File: config.mk
export PLATFORM = sky130hd
export DESIGN_NAME = sbt_strobe_timing
export DESIGN_NICKNAME = d
export VERILOG_FILES = /design/src/sbt_pkg.sv /design/src/sbt_strobe_timing.sv
export SDC_FILE = /design/constraint.sdc
export NUM_CORES = 1
export LEC_CHECK = 0
export ABC_CLOCK_PERIOD_IN_PS = 5300
export BUFFER_PORTS_ARGS = -buffer_cell sky130_fd_sc_hd__buf_4
export CAP_MARGIN = 10
export CELL_PAD_IN_SITES_DETAIL_PLACEMENT = 0
export CELL_PAD_IN_SITES_GLOBAL_PLACEMENT = 1
export CORE_UTILIZATION = 39
export CTS_BUF_LIST = sky130_fd_sc_hd__clkbuf_4 sky130_fd_sc_hd__clkbuf_8 sky130_fd_sc_hd__clkbuf_16
export DETAILED_ROUTE_END_ITERATION = 16
export PLACE_DENSITY_LB_ADDON = 0.1
export SYNTH_ARGS = -nofsm -noshare
export SYNTH_HDL_FRONTEND = slang
export SYNTH_SLANG_ARGS = --single-unit
export TNS_END_PERCENT = 50
File: constraint.sdc
create_clock -name core_clk_i -period 5.3 [get_ports core_clk_i]
set_input_delay 1.325 -clock core_clk_i [delete_from_list [all_inputs] [get_ports core_clk_i]]
set_output_delay 1.325 -clock core_clk_i [all_outputs]
set_load 0.005 [all_outputs]
File: src/sbt_pkg.sv
// strobe timing package: register map, field layout, reset values and the
// carrier structs shared by the byte lane strobe timing block.
// assumes a 32-bit apb register bus with byte addresses on paddr.
package sbt_pkg;

   // ****************************************
   // register map (byte addresses)
   // ****************************************
   localparam int unsigned ADDR_W = 12;
   localparam logic [ADDR_W-1:0] ADDR_PHY_GCR        = 12'h010;
   localparam logic [ADDR_W-1:0] ADDR_STROBE_TIMING  = 12'h1d4;
   localparam logic [ADDR_W-1:0] ADDR_BYTE1_GCR      = 12'h200;
   localparam logic [ADDR_W-1:0] ADDR_LANE_STATUS    = 12'h204;

   // ****************************************
   // strobe timing field layout
   // ****************************************
   localparam int unsigned RANKS      = 4;
   localparam int unsigned MASK_LSB   = 26;
   localparam int unsigned MASK_W     = 4;
   localparam int unsigned MASK_HALF  = 2;
   localparam int unsigned CSTR_LSB   = 23;
   localparam int unsigned TSTR_LSB   = 20;
   localparam int unsigned STR_W      = 3;
   localparam int unsigned OFS_W      = 4;
   localparam int unsigned PHASE_LSB  = 12;
   localparam int unsigned PHASE_W    = 2;
   localparam int unsigned LAT_LSB    = 0;
   localparam int unsigned LAT_W      = 3;

   localparam logic [MASK_W-1:0]  MASK_RST    = 4'hf;
   localparam logic [STR_W-1:0]   STR_RST     = 3'h3;
   localparam logic [OFS_W-1:0]   STR_NOMINAL = 4'h3;
   localparam logic [PHASE_W-1:0] PHASE_RST   = 2'h1;
   localparam logic [LAT_W-1:0]   LAT_RST     = 3'h0;
   localparam logic [LAT_W-1:0]   LAT_MAX     = 3'h5;

   // ****************************************
   // other registers
   // ****************************************
   localparam int unsigned GCR_W       = 14;
   localparam logic [GCR_W-1:0] GCR_RST = 14'h0681;
   localparam int unsigned DRIFT_DIS_BIT = 0;
   localparam logic DRIFT_DIS_RST      = 1'b0;
   localparam int unsigned DONE_LSB    = 0;
   localparam int unsigned ERR_LSB     = 4;
   localparam int unsigned IERR_LSB    = 8;

   // gating clock codes
   typedef enum logic [PHASE_W-1:0]
   {
      SBT_PH_90  = 2'h0,
      SBT_PH_180 = 2'h1,
      SBT_PH_270 = 2'h2,
      SBT_PH_0   = 2'h3
   } sbt_gate_phase_t;

   // one-hot gating clock select: bit0 clk0, bit1 clk90, bit2 clk180, bit3 clk270
   localparam int unsigned GSEL_W = 4;

   // training engine writes one rank per pulse
   typedef struct packed {
      logic                valid;
      logic [1:0]          rank;
      logic [PHASE_W-1:0]  phase;
      logic [LAT_W-1:0]    latency;
   } sbt_train_upd_t;

   // drift compensation updates the gating phase only
   typedef struct packed {
      logic                valid;
      logic [1:0]          rank;
      logic [PHASE_W-1:0]  phase;
   } sbt_drift_upd_t;

   typedef struct packed {
      logic [RANKS-1:0] done;
      logic [RANKS-1:0] err;
      logic [RANKS-1:0] ierr;
   } sbt_train_status_t;

   // decoded delay settings towards the delay lines
   typedef struct packed {
      logic [MASK_HALF-1:0] mask_true_steps;
      logic [MASK_HALF-1:0] mask_comp_steps;
      logic signed [OFS_W-1:0] true_strobe_ofs;
      logic signed [OFS_W-1:0] comp_strobe_ofs;
   } sbt_lane_delay_t;

endpackage

File: src/sbt_strobe_timing.sv
// byte lane strobe timing and read gating control with its apb registers.
// assumes training, drift compensation and status inputs are synchronous
// to core_clk_i and that the read issue pulse comes from the controller.
`timescale 1ns/100ps

// Summary of operation
// - The four-bit mask delay field resets to all ones and its low half trims mask data taken by the true strobe.
// - The high half of the mask delay field trims mask data taken by the complement strobe on its own.
// - Each two-bit mask half adds zero to three delay steps, equal to its code.
// - True and complement strobe delays are separate three-bit fields that reset to three.
// - A strobe delay code gives an offset of the code minus three steps.
// - Each rank has a gating phase field choosing the clock that opens the read strobe gate.
// - Gating codes select clk90, clk180, clk270 and clk0 in order, resetting to clk180.
// - Gating fields are two bits per rank, rank 0 at bits 13:12 up to rank 3 at bits 19:18.
// - Training loads the gating fields and drift compensation updates them later.
// - Software writes replace gating values and drift updates stop when disabled by configuration.
// - Each rank has an extra read latency of zero to five cycles, resetting to zero.
// - Latency codes zero to five add that many cycles and codes six and seven are reserved.
// - Latency fields are three bits per rank, rank 0 at bits 2:0 up to rank 3 at bits 11:9.
// - Training writes the latency fields and a later software write overrides them.
// - Per-rank training done, error and intermittent error flags read back as status bits.
module sbt_strobe_timing
#(
   parameter int unsigned RANKS = sbt_pkg::RANKS
)
(
   // clock and reset
   input  wire logic                                core_clk_i,
   input  wire logic                                reset_i,
   // apb slave
   input  wire logic                                psel_i,
   input  wire logic                                penable_i,
   input  wire logic                                pwrite_i,
   input  wire logic [sbt_pkg::ADDR_W-1:0]          paddr_i,
   input  wire logic [31:0]                         pwdata_i,
   output logic      [31:0]                         prdata_o,
   output logic                                     pready_o,
   output logic                                     pslverr_o,
   // training, drift compensation and status
   input  wire sbt_pkg::sbt_train_upd_t             train_upd_i,
   input  wire sbt_pkg::sbt_drift_upd_t             drift_upd_i,
   input  wire sbt_pkg::sbt_train_status_t          train_status_i,
   // read issue from the controller
   input  wire logic                                rd_issue_i,
   input  wire logic [1:0]                          rd_rank_i,
   // outputs towards the delay lines and gating logic
   output sbt_pkg::sbt_lane_delay_t                 lane_delay_o,
   output logic [RANKS-1:0][sbt_pkg::GSEL_W-1:0]    gate_clk_sel_o,
   output logic [RANKS-1:0][sbt_pkg::LAT_W-1:0]     rank_extra_latency_o,
   output logic                                     rd_data_expect_o,
   output logic [sbt_pkg::GCR_W-1:0]                byte1_config_o,
   output logic                                     drift_update_disable_o
);

   // ****************************************
   // storage
   // ****************************************
   logic [sbt_pkg::MASK_W-1:0]              mask_delay_trim_reg;
   logic [sbt_pkg::STR_W-1:0]               true_strobe_delay_reg;
   logic [sbt_pkg::STR_W-1:0]               complement_strobe_delay_reg;
   logic [RANKS-1:0][sbt_pkg::PHASE_W-1:0]  rank_gate_phase_select_reg;
   logic [RANKS-1:0][sbt_pkg::LAT_W-1:0]    rank_gate_system_latency_reg;
   logic [sbt_pkg::GCR_W-1:0]               byte1_general_config_reg;
   logic                                    drift_disable_reg;
   logic [31:0]                             prdata_reg;
   logic                                    pslverr_reg;
   logic [sbt_pkg::LAT_MAX:0]               expect_reg;
   logic [sbt_pkg::LAT_MAX:0]               expect_next;

   logic                                    setup_phase;
   logic                                    wr_en;
   logic                                    wr_timing;
   logic                                    wr_byte1_gcr;
   logic                                    wr_phy_gcr;
   logic [31:0]                             rd_mux;
   logic                                    rd_hit;
   logic [sbt_pkg::LAT_W-1:0]               issue_lat;

   // ****************************************
   // apb decode
   // ****************************************
   // zero wait states: read data is caught in setup and shown in access
   assign setup_phase  = psel_i & ~penable_i;
   assign wr_en        = psel_i & penable_i & pwrite_i;
   assign wr_timing    = wr_en & (paddr_i == sbt_pkg::ADDR_STROBE_TIMING);
   assign wr_byte1_gcr = wr_en & (paddr_i == sbt_pkg::ADDR_BYTE1_GCR);
   assign wr_phy_gcr   = wr_en & (paddr_i == sbt_pkg::ADDR_PHY_GCR);

   always_comb
   begin
      rd_mux = 32'h0000_0000;
      rd_hit = 1'b1;
      if (paddr_i == sbt_pkg::ADDR_STROBE_TIMING)
      begin
         rd_mux[sbt_pkg::MASK_LSB +: sbt_pkg::MASK_W] = mask_delay_trim_reg;
         rd_mux[sbt_pkg::CSTR_LSB +: sbt_pkg::STR_W]  = complement_strobe_delay_reg;
         rd_mux[sbt_pkg::TSTR_LSB +: sbt_pkg::STR_W]  = true_strobe_delay_reg;
         for (int r = 0; r < RANKS; r++)
         begin
            rd_mux[sbt_pkg::PHASE_LSB + r*sbt_pkg::PHASE_W +: sbt_pkg::PHASE_W] =
               rank_gate_phase_select_reg[r];
            rd_mux[sbt_pkg::LAT_LSB + r*sbt_pkg::LAT_W +: sbt_pkg::LAT_W] =
               rank_gate_system_latency_reg[r];
         end
      end
      else if (paddr_i == sbt_pkg::ADDR_BYTE1_GCR)
      begin
         rd_mux[sbt_pkg::GCR_W-1:0] = byte1_general_config_reg;
      end
      else if (paddr_i == sbt_pkg::ADDR_LANE_STATUS)
      begin
         rd_mux[sbt_pkg::DONE_LSB +: sbt_pkg::RANKS] = train_status_i.done;
         rd_mux[sbt_pkg::ERR_LSB  +: sbt_pkg::RANKS] = train_status_i.err;
         rd_mux[sbt_pkg::IERR_LSB +: sbt_pkg::RANKS] = train_status_i.ierr;
      end
      else if (paddr_i == sbt_pkg::ADDR_PHY_GCR)
      begin
         rd_mux[sbt_pkg::DRIFT_DIS_BIT] = drift_disable_reg;
      end
      else
      begin
         rd_hit = 1'b0;
      end
   end

   always_ff @(posedge core_clk_i or posedge reset_i)
   begin
      if (reset_i)
      begin
         prdata_reg  <= 32'h0000_0000;
         pslverr_reg <= 1'b0;
      end
      else if (setup_phase)
      begin
         prdata_reg  <= pwrite_i ? 32'h0000_0000 : rd_mux;
         pslverr_reg <= ~rd_hit;
      end
   end

   assign pready_o  = 1'b1;
   assign prdata_o  = prdata_reg;
   assign pslverr_o = pslverr_reg & psel_i & penable_i;

   // ****************************************
   // strobe and mask delay fields
   // ****************************************
   always_ff @(posedge core_clk_i or posedge reset_i)
   begin
      if (reset_i)
      begin
         mask_delay_trim_reg         <= sbt_pkg::MASK_RST;
         true_strobe_delay_reg       <= sbt_pkg::STR_RST;
         complement_strobe_delay_reg <= sbt_pkg::STR_RST;
      end
      else if (wr_timing)
      begin
         mask_delay_trim_reg         <= pwdata_i[sbt_pkg::MASK_LSB +: sbt_pkg::MASK_W];
         complement_strobe_delay_reg <= pwdata_i[sbt_pkg::CSTR_LSB +: sbt_pkg::STR_W];
         true_strobe_delay_reg       <= pwdata_i[sbt_pkg::TSTR_LSB +: sbt_pkg::STR_W];
      end
   end

   always_ff @(posedge core_clk_i or posedge reset_i)
   begin
      if (reset_i)
      begin
         lane_delay_o <= '0;
      end
      else
      begin
         lane_delay_o.mask_true_steps <= mask_delay_trim_reg[sbt_pkg::MASK_HALF-1:0];
         lane_delay_o.mask_comp_steps <=
            mask_delay_trim_reg[sbt_pkg::MASK_W-1:sbt_pkg::MASK_HALF];
         lane_delay_o.true_strobe_ofs <=
            {1'b0, true_strobe_delay_reg} - sbt_pkg::STR_NOMINAL;
         lane_delay_o.comp_strobe_ofs <=
            {1'b0, complement_strobe_delay_reg} - sbt_pkg::STR_NOMINAL;
      end
   end

   // ****************************************
   // configuration registers
   // ****************************************
   always_ff @(posedge core_clk_i or posedge reset_i)
   begin
      if (reset_i)
      begin
         byte1_general_config_reg <= sbt_pkg::GCR_RST;
      end
      else if (wr_byte1_gcr)
      begin
         byte1_general_config_reg <= pwdata_i[sbt_pkg::GCR_W-1:0];
      end
   end

   always_ff @(posedge core_clk_i or posedge reset_i)
   begin
      if (reset_i)
      begin
         drift_disable_reg <= sbt_pkg::DRIFT_DIS_RST;
      end
      else if (wr_phy_gcr)
      begin
         drift_disable_reg <= pwdata_i[sbt_pkg::DRIFT_DIS_BIT];
      end
   end

   assign byte1_config_o         = byte1_general_config_reg;
   assign drift_update_disable_o = drift_disable_reg;

   // ****************************************
   // per-rank gating phase and latency
   // ****************************************
   // software beats training, training beats drift in the same cycle
   for (genvar r = 0; r < RANKS; r++)
   begin : g_rank
      logic train_hit;
      logic drift_hit;

      assign train_hit = train_upd_i.valid & (train_upd_i.rank == 2'(r));
      assign drift_hit = drift_upd_i.valid & (drift_upd_i.rank == 2'(r)) & ~drift_disable_reg;

      always_ff @(posedge core_clk_i or posedge reset_i)
      begin
         if (reset_i)
         begin
            rank_gate_phase_select_reg[r] <= sbt_pkg::PHASE_RST;
         end
         else if (wr_timing)
         begin
            rank_gate_phase_select_reg[r] <=
               pwdata_i[sbt_pkg::PHASE_LSB + r*sbt_pkg::PHASE_W +: sbt_pkg::PHASE_W];
         end
         else if (train_hit)
         begin
            rank_gate_phase_select_reg[r] <= train_upd_i.phase;
         end
         else if (drift_hit)
         begin
            rank_gate_phase_select_reg[r] <= drift_upd_i.phase;
         end
      end

      always_ff @(posedge core_clk_i or posedge reset_i)
      begin
         if (reset_i)
         begin
            rank_gate_system_latency_reg[r] <= sbt_pkg::LAT_RST;
         end
         else if (wr_timing)
         begin
            rank_gate_system_latency_reg[r] <=
               pwdata_i[sbt_pkg::LAT_LSB + r*sbt_pkg::LAT_W +: sbt_pkg::LAT_W];
         end
         else if (train_hit)
         begin
            rank_gate_system_latency_reg[r] <= train_upd_i.latency;
         end
      end

      always_ff @(posedge core_clk_i or posedge reset_i)
      begin
         if (reset_i)
         begin
            gate_clk_sel_o[r] <= 4'h4;
         end
         else
         begin
            case (sbt_pkg::sbt_gate_phase_t'(rank_gate_phase_select_reg[r]))
               sbt_pkg::SBT_PH_90:  gate_clk_sel_o[r] <= 4'h2;
               sbt_pkg::SBT_PH_180: gate_clk_sel_o[r] <= 4'h4;
               sbt_pkg::SBT_PH_270: gate_clk_sel_o[r] <= 4'h8;
               default:             gate_clk_sel_o[r] <= 4'h1;
            endcase
         end
      end
   end

   assign rank_extra_latency_o = rank_gate_system_latency_reg;

   // ****************************************
   // read data expect timing
   // ****************************************
   // reserved codes clamp to five so a bad setting cannot lose a read
   always_comb
   begin
      issue_lat = rank_gate_system_latency_reg[rd_rank_i];
      if (issue_lat > sbt_pkg::LAT_MAX)
      begin
         issue_lat = sbt_pkg::LAT_MAX;
      end
      expect_next = expect_reg >> 1;
      if (rd_issue_i)
      begin
         // expect valid data lat+1 cycles after the issue cycle
         expect_next[issue_lat] = 1'b1;
      end
   end

   always_ff @(posedge core_clk_i or posedge reset_i)
   begin
      if (reset_i)
      begin
         expect_reg <= '0;
      end
      else
      begin
         expect_reg <= expect_next;
      end
   end

   assign rd_data_expect_o = expect_reg[0];

endmodule

==> results of run 1 <==
==> report_power, final <==
part | internal [uW] | switching [uW] | total, uW
registers | 912 | 50.9 | 963
logic | 158 | 119 | 277
clock network | 397 | 316 | 713
total | 1470 | 486 | 1950
==> layout by cell type (no fill, tap or decap), types with 3 or more instances in the layout <==
cell,instances
buf_4,165
dfrtp_1,90
mux2i_1,31
nand2_1,30
dfstp_2,20
nor2_1,19
a22o_1,18
o21ai_0,13
a21oi_2,12
a22oi_1,12
a21o_1,11
mux2_1,10
nor2_2,9
nor2b_1,9
clkbuf_16,9
a211oi_1,8
mux2_2,5
a21oi_1,5
inv_1,4
and2_1,4
nand2b_1,3
nand3b_1,3
mux4_2,3
conb_1,3
==> synth_stat cells, drive strengths merged, types with 3 or more instances <==
cell type	instances
dfrtp	90
mux2i	31
nand2	30
nor2	29
dfstp	20
a22o	18
a21oi	17
buf	16
mux2	15
o21ai	15
a22oi	12
a21o	11
nor2b	9
a211oi	8
inv	5
and2	4
clkbuf	4
mux4	3
nand2b	3
nand3b	3
nor3	3
nor4	3
or4	3
==> per-stage QoR <==
step	cell area (sq um)	setup slack [ps]	power (uW)
floorplan	4812	1106	1097
global placement	6093	1738	1254
detailed placement	6093	1687	1260
CTS	6410	2063	1976
global route	6410	1999	2034
finish	6410	2111	1953
==> logic make-up after synthesis <==
logic type	Yosys count	share of synthesized area
AO/OA/AOI/OAI	87	0.1340
XOR/XNOR	2	0.003644
adder cells (fa/ha/maj)	2	0.005203
buffers and inverters	25	0.03513
flip-flops	110	0.5777
multiplexers	49	0.1137
other	2	0.001562
AND/OR/NAND/NOR	102	0.1291
==> layout make-up <==
class                           instances  area, sq um  share of cell area
Multi-Input combinational cell        245         1872              0.2920
Sequential cell                       110         2778              0.4333
Clock buffer                           11        252.7             0.03943
Inverter                                5        21.27            0.003318
Clock inverter                          5        63.81            0.009955
Timing Repair Buffer                  165         1239              0.1932
Tap cell                              147        183.9             0.02869
==> worst register-to-register path, stage by stage, from the launching register on <==
cell      delay, ps
dfrtp_1         480
nor4bb_1        560
mux2i_1         240
a211oi_1         90
a21o_1          170
==> worst paths after layout <==
path                                            endpoint  slack (ps)
max                                   byte1_config_o[11]        2110
min                                      lane_delay_o[8]         410
max reg2reg                rank_gate_phase_select_reg[5]        3660
min reg2reg                              lane_delay_o[8]         410
max in group asynchronous              byte1_config_o[9]        3060
min in group asynchronous             gate_clk_sel_o[15]        1200
==> routing by layer <==
metal	share of wire	wire length, microns	vias to the layer above
li1	-	-	1673
met4	0.014	177	0
met3	0.052	644	10
met2	0.50	6105	99
met5	0	0	-
met1	0.44	5380	1732
==> results.toml, run 1 <==
[clock_network]
htree_levels = 3
cts_max_path_buffers = 2
cts_tree = "built"
clock_sinks = 110
root_buffer = "clkbuf_16"
cts_buffers = 9
clk_latency_ps = 360
clk_pin_slew_ps = 70
ctsHoldBuffers = 0
cts_setup_buffers = 0
cts_resized = 0

[global_route]
grt_pass1_wl_mm = 19.15
grt_use_met1 = 0.2571
grtUsageTotal = 0.2000
grt_overflow = 0
grt_most_used_layer = "met2"
grtUsageMet2 = 0.3321
antenna_found_initial = 0
grt_pass1_vias = 3512
use_met3 = 0.04124
grt_max_degree = 86

[logic_synthesis]
syn_avg_cell_area_sq_um = 12.69
synth_cell_types = 54
synth_area_leaders = "dfrtp_1, dfstp_2, mux2i_1, a22o_1, mux2_1"
syn_inst = 379
yosys_warnings = 0
ys_async_sr_fraction = 1.000
synth_top_area_share = 0.4684
yosysTopAreaCell = "dfrtp_1"
seq_area_frac_synth = 0.5777
synth_edf_count = 0
syn_area_sq_um = 4808
ys.flop_type = "dfrtp_1"
ys_ff_latch = 110

[worst_hold_path]
hold_depth = 0
min_from = "mask_delay_trim_reg[2]"
hold_path.class = "reg -> reg"

[timing]
rsz0062_at_grt = "no"
fin_worst_skew_ps = 7.435
worst_pin_slew_ps = 1143
timing_hold_violations_final = 0
fmax_mhz = 313.6
whs_ps = 411.2
min_period_over_period = 0.6017
tns_ps = 0
setup_viol = 0
final_max_slew_viol_count = 0
relSlewSlack = 0.2325
period_needed_ps = 3189

[drt]
drtIter0Drc = 163
vias_per_cell = 5.108
wire_per_inst_microns = 17.89
dr_total_vias = 3514
dr.pass1.iters = 4
drc = 0
wl_mm = 12.31
ant_nets = 0

[setup_path]
r2r-start = "drift_update_disable_o"
required_ps = 5540
crit_start = "paddr_i[3]"
end_kind = "register"
start_kind = "input port"
cp.arrival_ps = 3430
rr_worst_depth = 4
cp.depth = 5
worstSetupPathType = "in -> reg"
cp_max_fo = 14
cp_slowest_cell = "nor3_4"
max_stage_delay_ps = 750
cp_cell_sequence = "buf_4, or4_4, nand4b_4, nor3_4, mux2_2"
path_delay_family = "simple AND/OR/NAND/NOR gates"
crit_buf_inv = 1

[place]
dp_hpwl_mm = 8.722
numPortBuffers = 161
numPlacedInstances = 672
gp_congestion = 0.7711

[floorplan]
die_h_microns = 113.0
die_area_sq_um = 12780
coreArea_sq_um = 12010
die_w_microns = 113.0
start_util = 0.4003
num_rows = 40
io_pins = 167

[layout]
drive_gt1_frac = 0.4529
fin_nets = 615
syn_to_final_growth_pct = 33.31
fillCellCount = 1120
largest_reg_flops = 30
stdcell_count = 688
utilization = 0.5336
diodes = 0

[flow_run]
cap_violations = 0

[power_and_ir_drop]
p_leak_uw = 0.003233
vdd_drop_max_uv = 224.3
power_density_nw_per_um2 = 304.7

[run_status]
status = "finished clean"
Power figures use the tool's default switching activity.
==> inputs of run 2 (changes only) <==
--- a/config.mk
+++ b/config.mk
@@ -5,12 +5,13 @@
 export SDC_FILE = /design/constraint.sdc
 export NUM_CORES = 1
 export LEC_CHECK = 0
-export ABC_CLOCK_PERIOD_IN_PS = 5300
+export ABC_AREA = 1
+export ABC_CLOCK_PERIOD_IN_PS = 2600
 export BUFFER_PORTS_ARGS = -buffer_cell sky130_fd_sc_hd__buf_4
 export CAP_MARGIN = 10
 export CELL_PAD_IN_SITES_DETAIL_PLACEMENT = 0
 export CELL_PAD_IN_SITES_GLOBAL_PLACEMENT = 1
-export CORE_UTILIZATION = 39
+export CORE_UTILIZATION = 33
 export CTS_BUF_LIST = sky130_fd_sc_hd__clkbuf_4 sky130_fd_sc_hd__clkbuf_8 sky130_fd_sc_hd__clkbuf_16
 export DETAILED_ROUTE_END_ITERATION = 16
 export PLACE_DENSITY_LB_ADDON = 0.1
==> constraint.sdc (replaced) <==
create_clock -name core_clk_i -period 2.6 [get_ports core_clk_i]
set_input_delay 0.65 -clock core_clk_i [delete_from_list [all_inputs] [get_ports core_clk_i]]
set_output_delay 0.65 -clock core_clk_i [all_outputs]
set_load 0.005 [all_outputs]
==> run 2 against run 1 <==
Against the previous run:
- hold slack better by 1.4 ps
- flip-flop and latch count stayed put
- sequential power is 100% higher
- final cell count is 48% higher
- critical path depth is 2 lower
- setup slack worse by 1200 ps
- register-to-register slack worse by 2300 ps
==> results.toml, run 2 <==
[place]
numPortBuffers = 161
pre_cts_slack_ps = 477.6
numPlacedInstances = 1003
dp_hpwl_mm = 11.46
gp_congestion = 0.8395

[drt]
ant_nets = 0
wire_per_inst_microns = 14.92
wl_mm = 15.21
vias_per_cell = 4.568
drc = 0
dr_total_vias = 4655
dr.pass1.iters = 7
drtIter0Drc = 272

[layout]
final_cell_mix = "nand2_1, buf_4, dfrtp_1"
stdcell_count = 1019
mostFrequentLayoutCell = "nand2_1"
syn_to_final_growth_pct = 33.13
fin_nets = 882
fillCellCount = 1602
utilization = 0.4541
largest_reg_flops = 30
diodes = 0
drive_gt1_frac = 0.2970

[timing]
tns_ps = 0
worst_pin_slew_ps = 598.0
min_period_over_period = 0.6675
relSlewSlack = 0.6013
fmax_mhz = 576.2
fin_worst_skew_ps = 10.35
setup_viol = 0
timing_hold_violations_final = 0
rsz0062_at_grt = "no"
fin_ws_ps = 864.6
period_needed_ps = 1735
final_max_slew_viol_count = 0
whs_ps = 412.5

[setup_path]
required_ps = 1950
cpMostUsedCell = "buf_4"
cp.arrival_ps = 1090
start_kind = "input port"
worstSetupPathType = "in -> out"
cp_slowest_cell = "and3_1"
cp_max_fo = 3
path_delay_family = "buffers and inverters"
end_kind = "output pin"
crit_buf_inv = 2
cp_cell_sequence = "buf_4, and3_1, buf_4"
max_stage_delay_ps = 180

[clock_network]
root_buffer = "clkbuf_16"
clk_pin_slew_ps = 80
ctsHoldBuffers = 0
cts_max_path_buffers = 2
clock_sinks = 110
htree_levels = 3
cts_tree = "built"
cts_buffers = 9
clk_latency_ps = 350
cts_setup_buffers = 0
cts_resized = 0

[flow_run]
cap_violations = 0

[floorplan]
coreArea_sq_um = 15310
die_h_microns = 127.8
die_area_sq_um = 16340
num_rows = 45
io_pins = 167
start_util = 0.3411
die_w_microns = 127.8

[global_route]
grt_pass1_wl_mm = 23.89
grt_overflow = 0
grt_pass1_vias = 4458
grtUsageTotal = 0.1932
grt_max_degree = 111
antenna_found_initial = 0

[power_and_ir_drop]
sequentialPowerShare = 0.503
p_leak_uw = 0.003695
switching_share = 0.2654
p_int_uw = 2857
power_density_nw_per_um2 = 559.3
p_comb_frac = 0.131
vdd_drop_max_uv = 368.7
switching_power_uw = 1032
pwr-share-clk = 0.365

[logic_synthesis]
synth_edf_count = 0
seq_area_frac_synth = 0.5317
syn_area_sq_um = 5224
synth_area_leaders = "dfrtp_1, nand2_1, dfstp_2, nand3_1, inv_1"
yosys_warnings = 0
synth_cell_types = 31
ys_ff_latch = 110
syn_inst = 642
ys_async_sr_fraction = 1.000
syn_avg_cell_area_sq_um = 8.137
yosysTopAreaCell = "dfrtp_1"
synth_top_area_share = 0.4311
ys.flop_type = "dfrtp_1"
synth_commonest_cells = "nand2_1, dfrtp_1, nand3_1"
yosysMostFrequentCell = "nand2_1"

[run_status]
status = "finished clean"

[worst_hold_path]
hold_path.class = "reg -> reg"
==> run 2: cell count changes in the layout (fill, tap and decap cells not counted), moves of 18 or more <==
cell,previous run,this run
nand2_1,30,232
nand3_1,2,65
inv_1,4,57
nor2_1,19,58
mux2i_1,31,0
a22o_1,18,0
==> run 2: worst reg2reg max path, cell delays in order, from the launching register on <==
cell and delay, ps:
dfrtp_1 460, nor2_1 140, nor2_1 50, o21ai_1 300
inv_1 100, o21bai_1 140
==> run 2: kinds of logic (layout without fill, tap and decap cells) <==
| family | Yosys count | in the layout | share of synthesized area |
|---|---|---|---|
| buffers and inverters | 84 | 249 | 0.07114 |
| flip-flops | 110 | 110 | 0.5317 |
| AND/OR/NAND/NOR | 387 | 387 | 0.3210 |
| XOR/XNOR | 2 | 2 | 0.003354 |
| other | 2 | 3 | 0.001438 |
| adder cells (fa/ha/maj) | 2 | 2 | 0.004790 |
| AO/OA/AOI/OAI | 55 | 55 | 0.06659 |
==> run 2: per-layer routing <==
layer	GRT usage	wire (microns)	up-vias
met5	0	0	-
met4	0.06644	244	0
met3	0.02588	680	14
met2	0.3101	7073	138
met1	0.2684	7207	2172
li1	-	-	2331
==> run 2: path summary, 6_finish.rpt <==
path,from,end,slack (ps),cells past startpoint
min in group asynchronous,reset_i,gate_clk_sel_o[15],440,3
hold reg to reg,mask_delay_trim_reg[3],lane_delay_o[9],410,0
hold / removal,mask_delay_trim_reg[3],lane_delay_o[9],410,0
max in group asynchronous,reset_i,rank_extra_latency_o[3],1690,3
setup reg to reg,rank_extra_latency_o[9],expect_reg[0],1350,5
setup / recovery,psel_i,pslverr_o,860,3
==> run 2: metrics by stage <==
step                total power (uW)  instance area (sq um)
floorplan                       2172                   5231
global placement                2497                   6649
detailed placement              2508                   6649
CTS                             3935                   6954
global route                    4073                   6954
finish                          3890                   6954
==> run 2: final cells by class <==
type / count / area [sq um] / area share
clock buffer: 10 / 232.7 / 0.03347
clock inverter: 6 / 72.57 / 0.01044
inverter: 63 / 240.2 / 0.03454
multi-input combinational: 449 / 2078 / 0.2988
sequential: 110 / 2778 / 0.3994
tap: 211 / 264.0 / 0.03796
timing repair buffer: 170 / 1289 / 0.1853
==> run 2: power groups by stage <==
stage	Sequential [uW]	Combinational (uW)	Clock, uW
2_1_floorplan	1940	229	0
3_3_place_gp	1990	511	0
3_5_place_dp	1990	518	0
4_1_cts	1960	520	1460
5_1_grt	1970	575	1530
6_report	1960	511	1420
==> inputs of run 3 (changes only) <==
--- a/config.mk
+++ b/config.mk
@@ -5,13 +5,13 @@
 export SDC_FILE = /design/constraint.sdc
 export NUM_CORES = 1
 export LEC_CHECK = 0
-export ABC_AREA = 1
-export ABC_CLOCK_PERIOD_IN_PS = 2600
+export ABC_AREA = 0
+export ABC_CLOCK_PERIOD_IN_PS = 1550
 export BUFFER_PORTS_ARGS = -buffer_cell sky130_fd_sc_hd__buf_4
 export CAP_MARGIN = 10
 export CELL_PAD_IN_SITES_DETAIL_PLACEMENT = 0
 export CELL_PAD_IN_SITES_GLOBAL_PLACEMENT = 1
-export CORE_UTILIZATION = 33
+export CORE_UTILIZATION = 35
 export CTS_BUF_LIST = sky130_fd_sc_hd__clkbuf_4 sky130_fd_sc_hd__clkbuf_8 sky130_fd_sc_hd__clkbuf_16
 export DETAILED_ROUTE_END_ITERATION = 16
 export PLACE_DENSITY_LB_ADDON = 0.1
==> constraint.sdc (replaced) <==
create_clock -name core_clk_i -period 1.55 [get_ports core_clk_i]
set_input_delay 0.3875 -clock core_clk_i [delete_from_list [all_inputs] [get_ports core_clk_i]]
set_output_delay 0.3875 -clock core_clk_i [all_outputs]
set_load 0.005 [all_outputs]
==> run 3 against run 2 <==
Against the previous run:
- the flow now finishes with violations (negative setup slack)
- routed wire length shrank 15%
- cell area up 3.8%
- global-route usage decreased by 0.36 points
- register-to-register slack worse by 1300 ps
==> results.toml, run 3 (synthesis gave the netlist of run 1 again) <==
[timing]
fin_worst_skew_ps = 7.369
whs_ps = 8.860
timing_hold_violations_final = 0
setup_viol = 73
min_period_over_period = 1.132
period_needed_ps = 1754
final_max_slew_viol_count = 0
fin_ws_ps = -204.2
rsz0062_at_grt = "yes"
fmax_mhz = 570.1

[layout]
diodes = 0
largest_reg_flops = 30
fin_nets = 670
final_cell_mix = "buf_4, dfrtp_1, mux2i_1"
stdcell_count = 772
mostFrequentLayoutCell = "buf_4"
syn_to_final_growth_pct = 50.07
fillCellCount = 1191
drive_gt1_frac = 0.5503

[flow_run]
cap_violations = 0

[setup_path]
required_ps = 1790
cp_cell_sequence = "buf_6, or4_4, nand4b_4, nor3_4, buf_6, clkbuf_16, mux2_4"
worstSetupPathType = "in -> reg"
start_kind = "input port"
max_stage_delay_ps = 550
cp.arrival_ps = 2000
end_kind = "register"
cp_slowest_cell = "or4_4"
path_delay_family = "simple AND/OR/NAND/NOR gates"
cp_max_fo = 5
crit_buf_inv = 3
cpMostUsedCell = "buf_6"

[power_and_ir_drop]
p_leak_uw = 0.003596
power_density_nw_per_um2 = 936.4
vdd_drop_max_uv = 479.4

[global_route]
grt_pass1_wl_mm = 20.38
antenna_found_initial = 0
grtUsageTotal = 0.1896
grt_pass1_vias = 3786
grt_overflow = 0
grt_max_degree = 52

[place]
gp_congestion = 0.7581
pre_cts_slack_ps = -587.4
numPortBuffers = 161
numPlacedInstances = 747
dp_hpwl_mm = 9.501

[drt]
vias_per_cell = 4.858
wl_mm = 12.85
drc = 0
ant_nets = 0
dr.pass1.iters = 4
drtIter0Drc = 160
dr_total_vias = 3750
wire_per_inst_microns = 16.64

[worst_hold_path]
hold_path.class = "in -> async"

[run_status]
status = "complete, but fails checks"
violations = "negative setup slack"

[floorplan]
start_util = 0.3617
die_h_microns = 119.2
die_w_microns = 119.2
die_area_sq_um = 14210
num_rows = 42
io_pins = 167
coreArea_sq_um = 13300

[clock_network]
clk_pin_slew_ps = 80
clk_latency_ps = 350
cts_max_path_buffers = 2
clock_sinks = 110
root_buffer = "clkbuf_16"
cts_tree = "built"
ctsHoldBuffers = 0
htree_levels = 3
cts_buffers = 9
[run 3: cell types whose count changed in the layout (fill, tap and decap cells not counted), sizes merged, moves of 15 or more]
cell,before,now
nor2,73,29
nand2,233,30
mux2,0,15
mux2i,0,31
o21ai,37,15
buf,170,219
nand3,69,2
inv,63,6
a22o,0,18
[run 3: area by class of cell]
| cell class | count | area (sq um) | area share |
|---|---|---|---|
| Tap cell | 176 | 220.2 | 0.03052 |
| Multi-Input combinational cell | 245 | 2042 | 0.2830 |
| Inverter | 5 | 22.52 | 0.003121 |
| Timing Repair Buffer | 220 | 1846 | 0.2558 |
| Clock buffer | 10 | 239.0 | 0.03312 |
| Sequential cell | 110 | 2778 | 0.3849 |
| Clock inverter | 6 | 68.82 | 0.009537 |
[run 3: power by group]
group	switching (uW)	internal, uW	leakage [uW]	total (uW)
Clock	1070	1310	0.000155	2380
Sequential	153	3120	0.00137	3270
Combinational	462	641	0.00207	1100
Total	1680	5070	0.00360	6760
[run 3: worst register-to-register path: cells and delay by family, from the launching register on]
kind,cells,cell delay (ps)
and+or+nand+nor,1,320
DFF,1,460
AOI/OAI and AO/OA,2,250
buffers and inverters,1,170
muxes,1,210
[run 3: final timing paths]
| check | from | end | slack, ps | cells past startpoint |
|---|---|---|---|---|
| min in group core_clk_i | pwdata_i[28] | mask_delay_trim_reg[2] | 230 | 3 |
| worst max-delay path | paddr_i[3] | byte1_config_o[4] | -200 | 7 |
| worst min register to register | mask_delay_trim_reg[2] | lane_delay_o[8] | 420 | 0 |
| max in group asynchronous | reset_i | complement_strobe_delay_reg[0] | 940 | 3 |
| worst max register to register | drift_update_disable_o | rank_gate_phase_select_reg[1] | 40 | 5 |
| worst min-delay path | reset_i | rank_gate_phase_select_reg[5] | 9 | 2 |
[run 3: per-stage QoR]
stage	instance area [sq um]	power [uW]	setup TNS, ps	utilization
final	7216	6757	-6742	0.5427
after CTS	7083	6817	-8798	0.5328
after global routing	7216	7057	-9819	0.5427
after global placement	6621	4397	-37670	0.4980
after detailed placement	6621	4417	-39940	0.4980
after floorplan	4861	3753	-41110	-
[run 3: layer usage]
| metal | vias up | wire length, microns | track usage |
|---|---|---|---|
| met5 | - | 0 | 0 |
| met4 | 0 | 187 | 0.06883 |
| met2 | 111 | 6398 | 0.3180 |
| met1 | 1846 | 5551 | 0.2406 |
| met3 | 11 | 713 | 0.03975 |
| li1 | 1782 | - | - |
[run 3: what timing repair did]
item,4_1_cts,5_1_grt
setup buffers,4,4
resized for setup,27,34
cloned,1,1
setup endpoints to repair,75,77
pin swaps,7,7
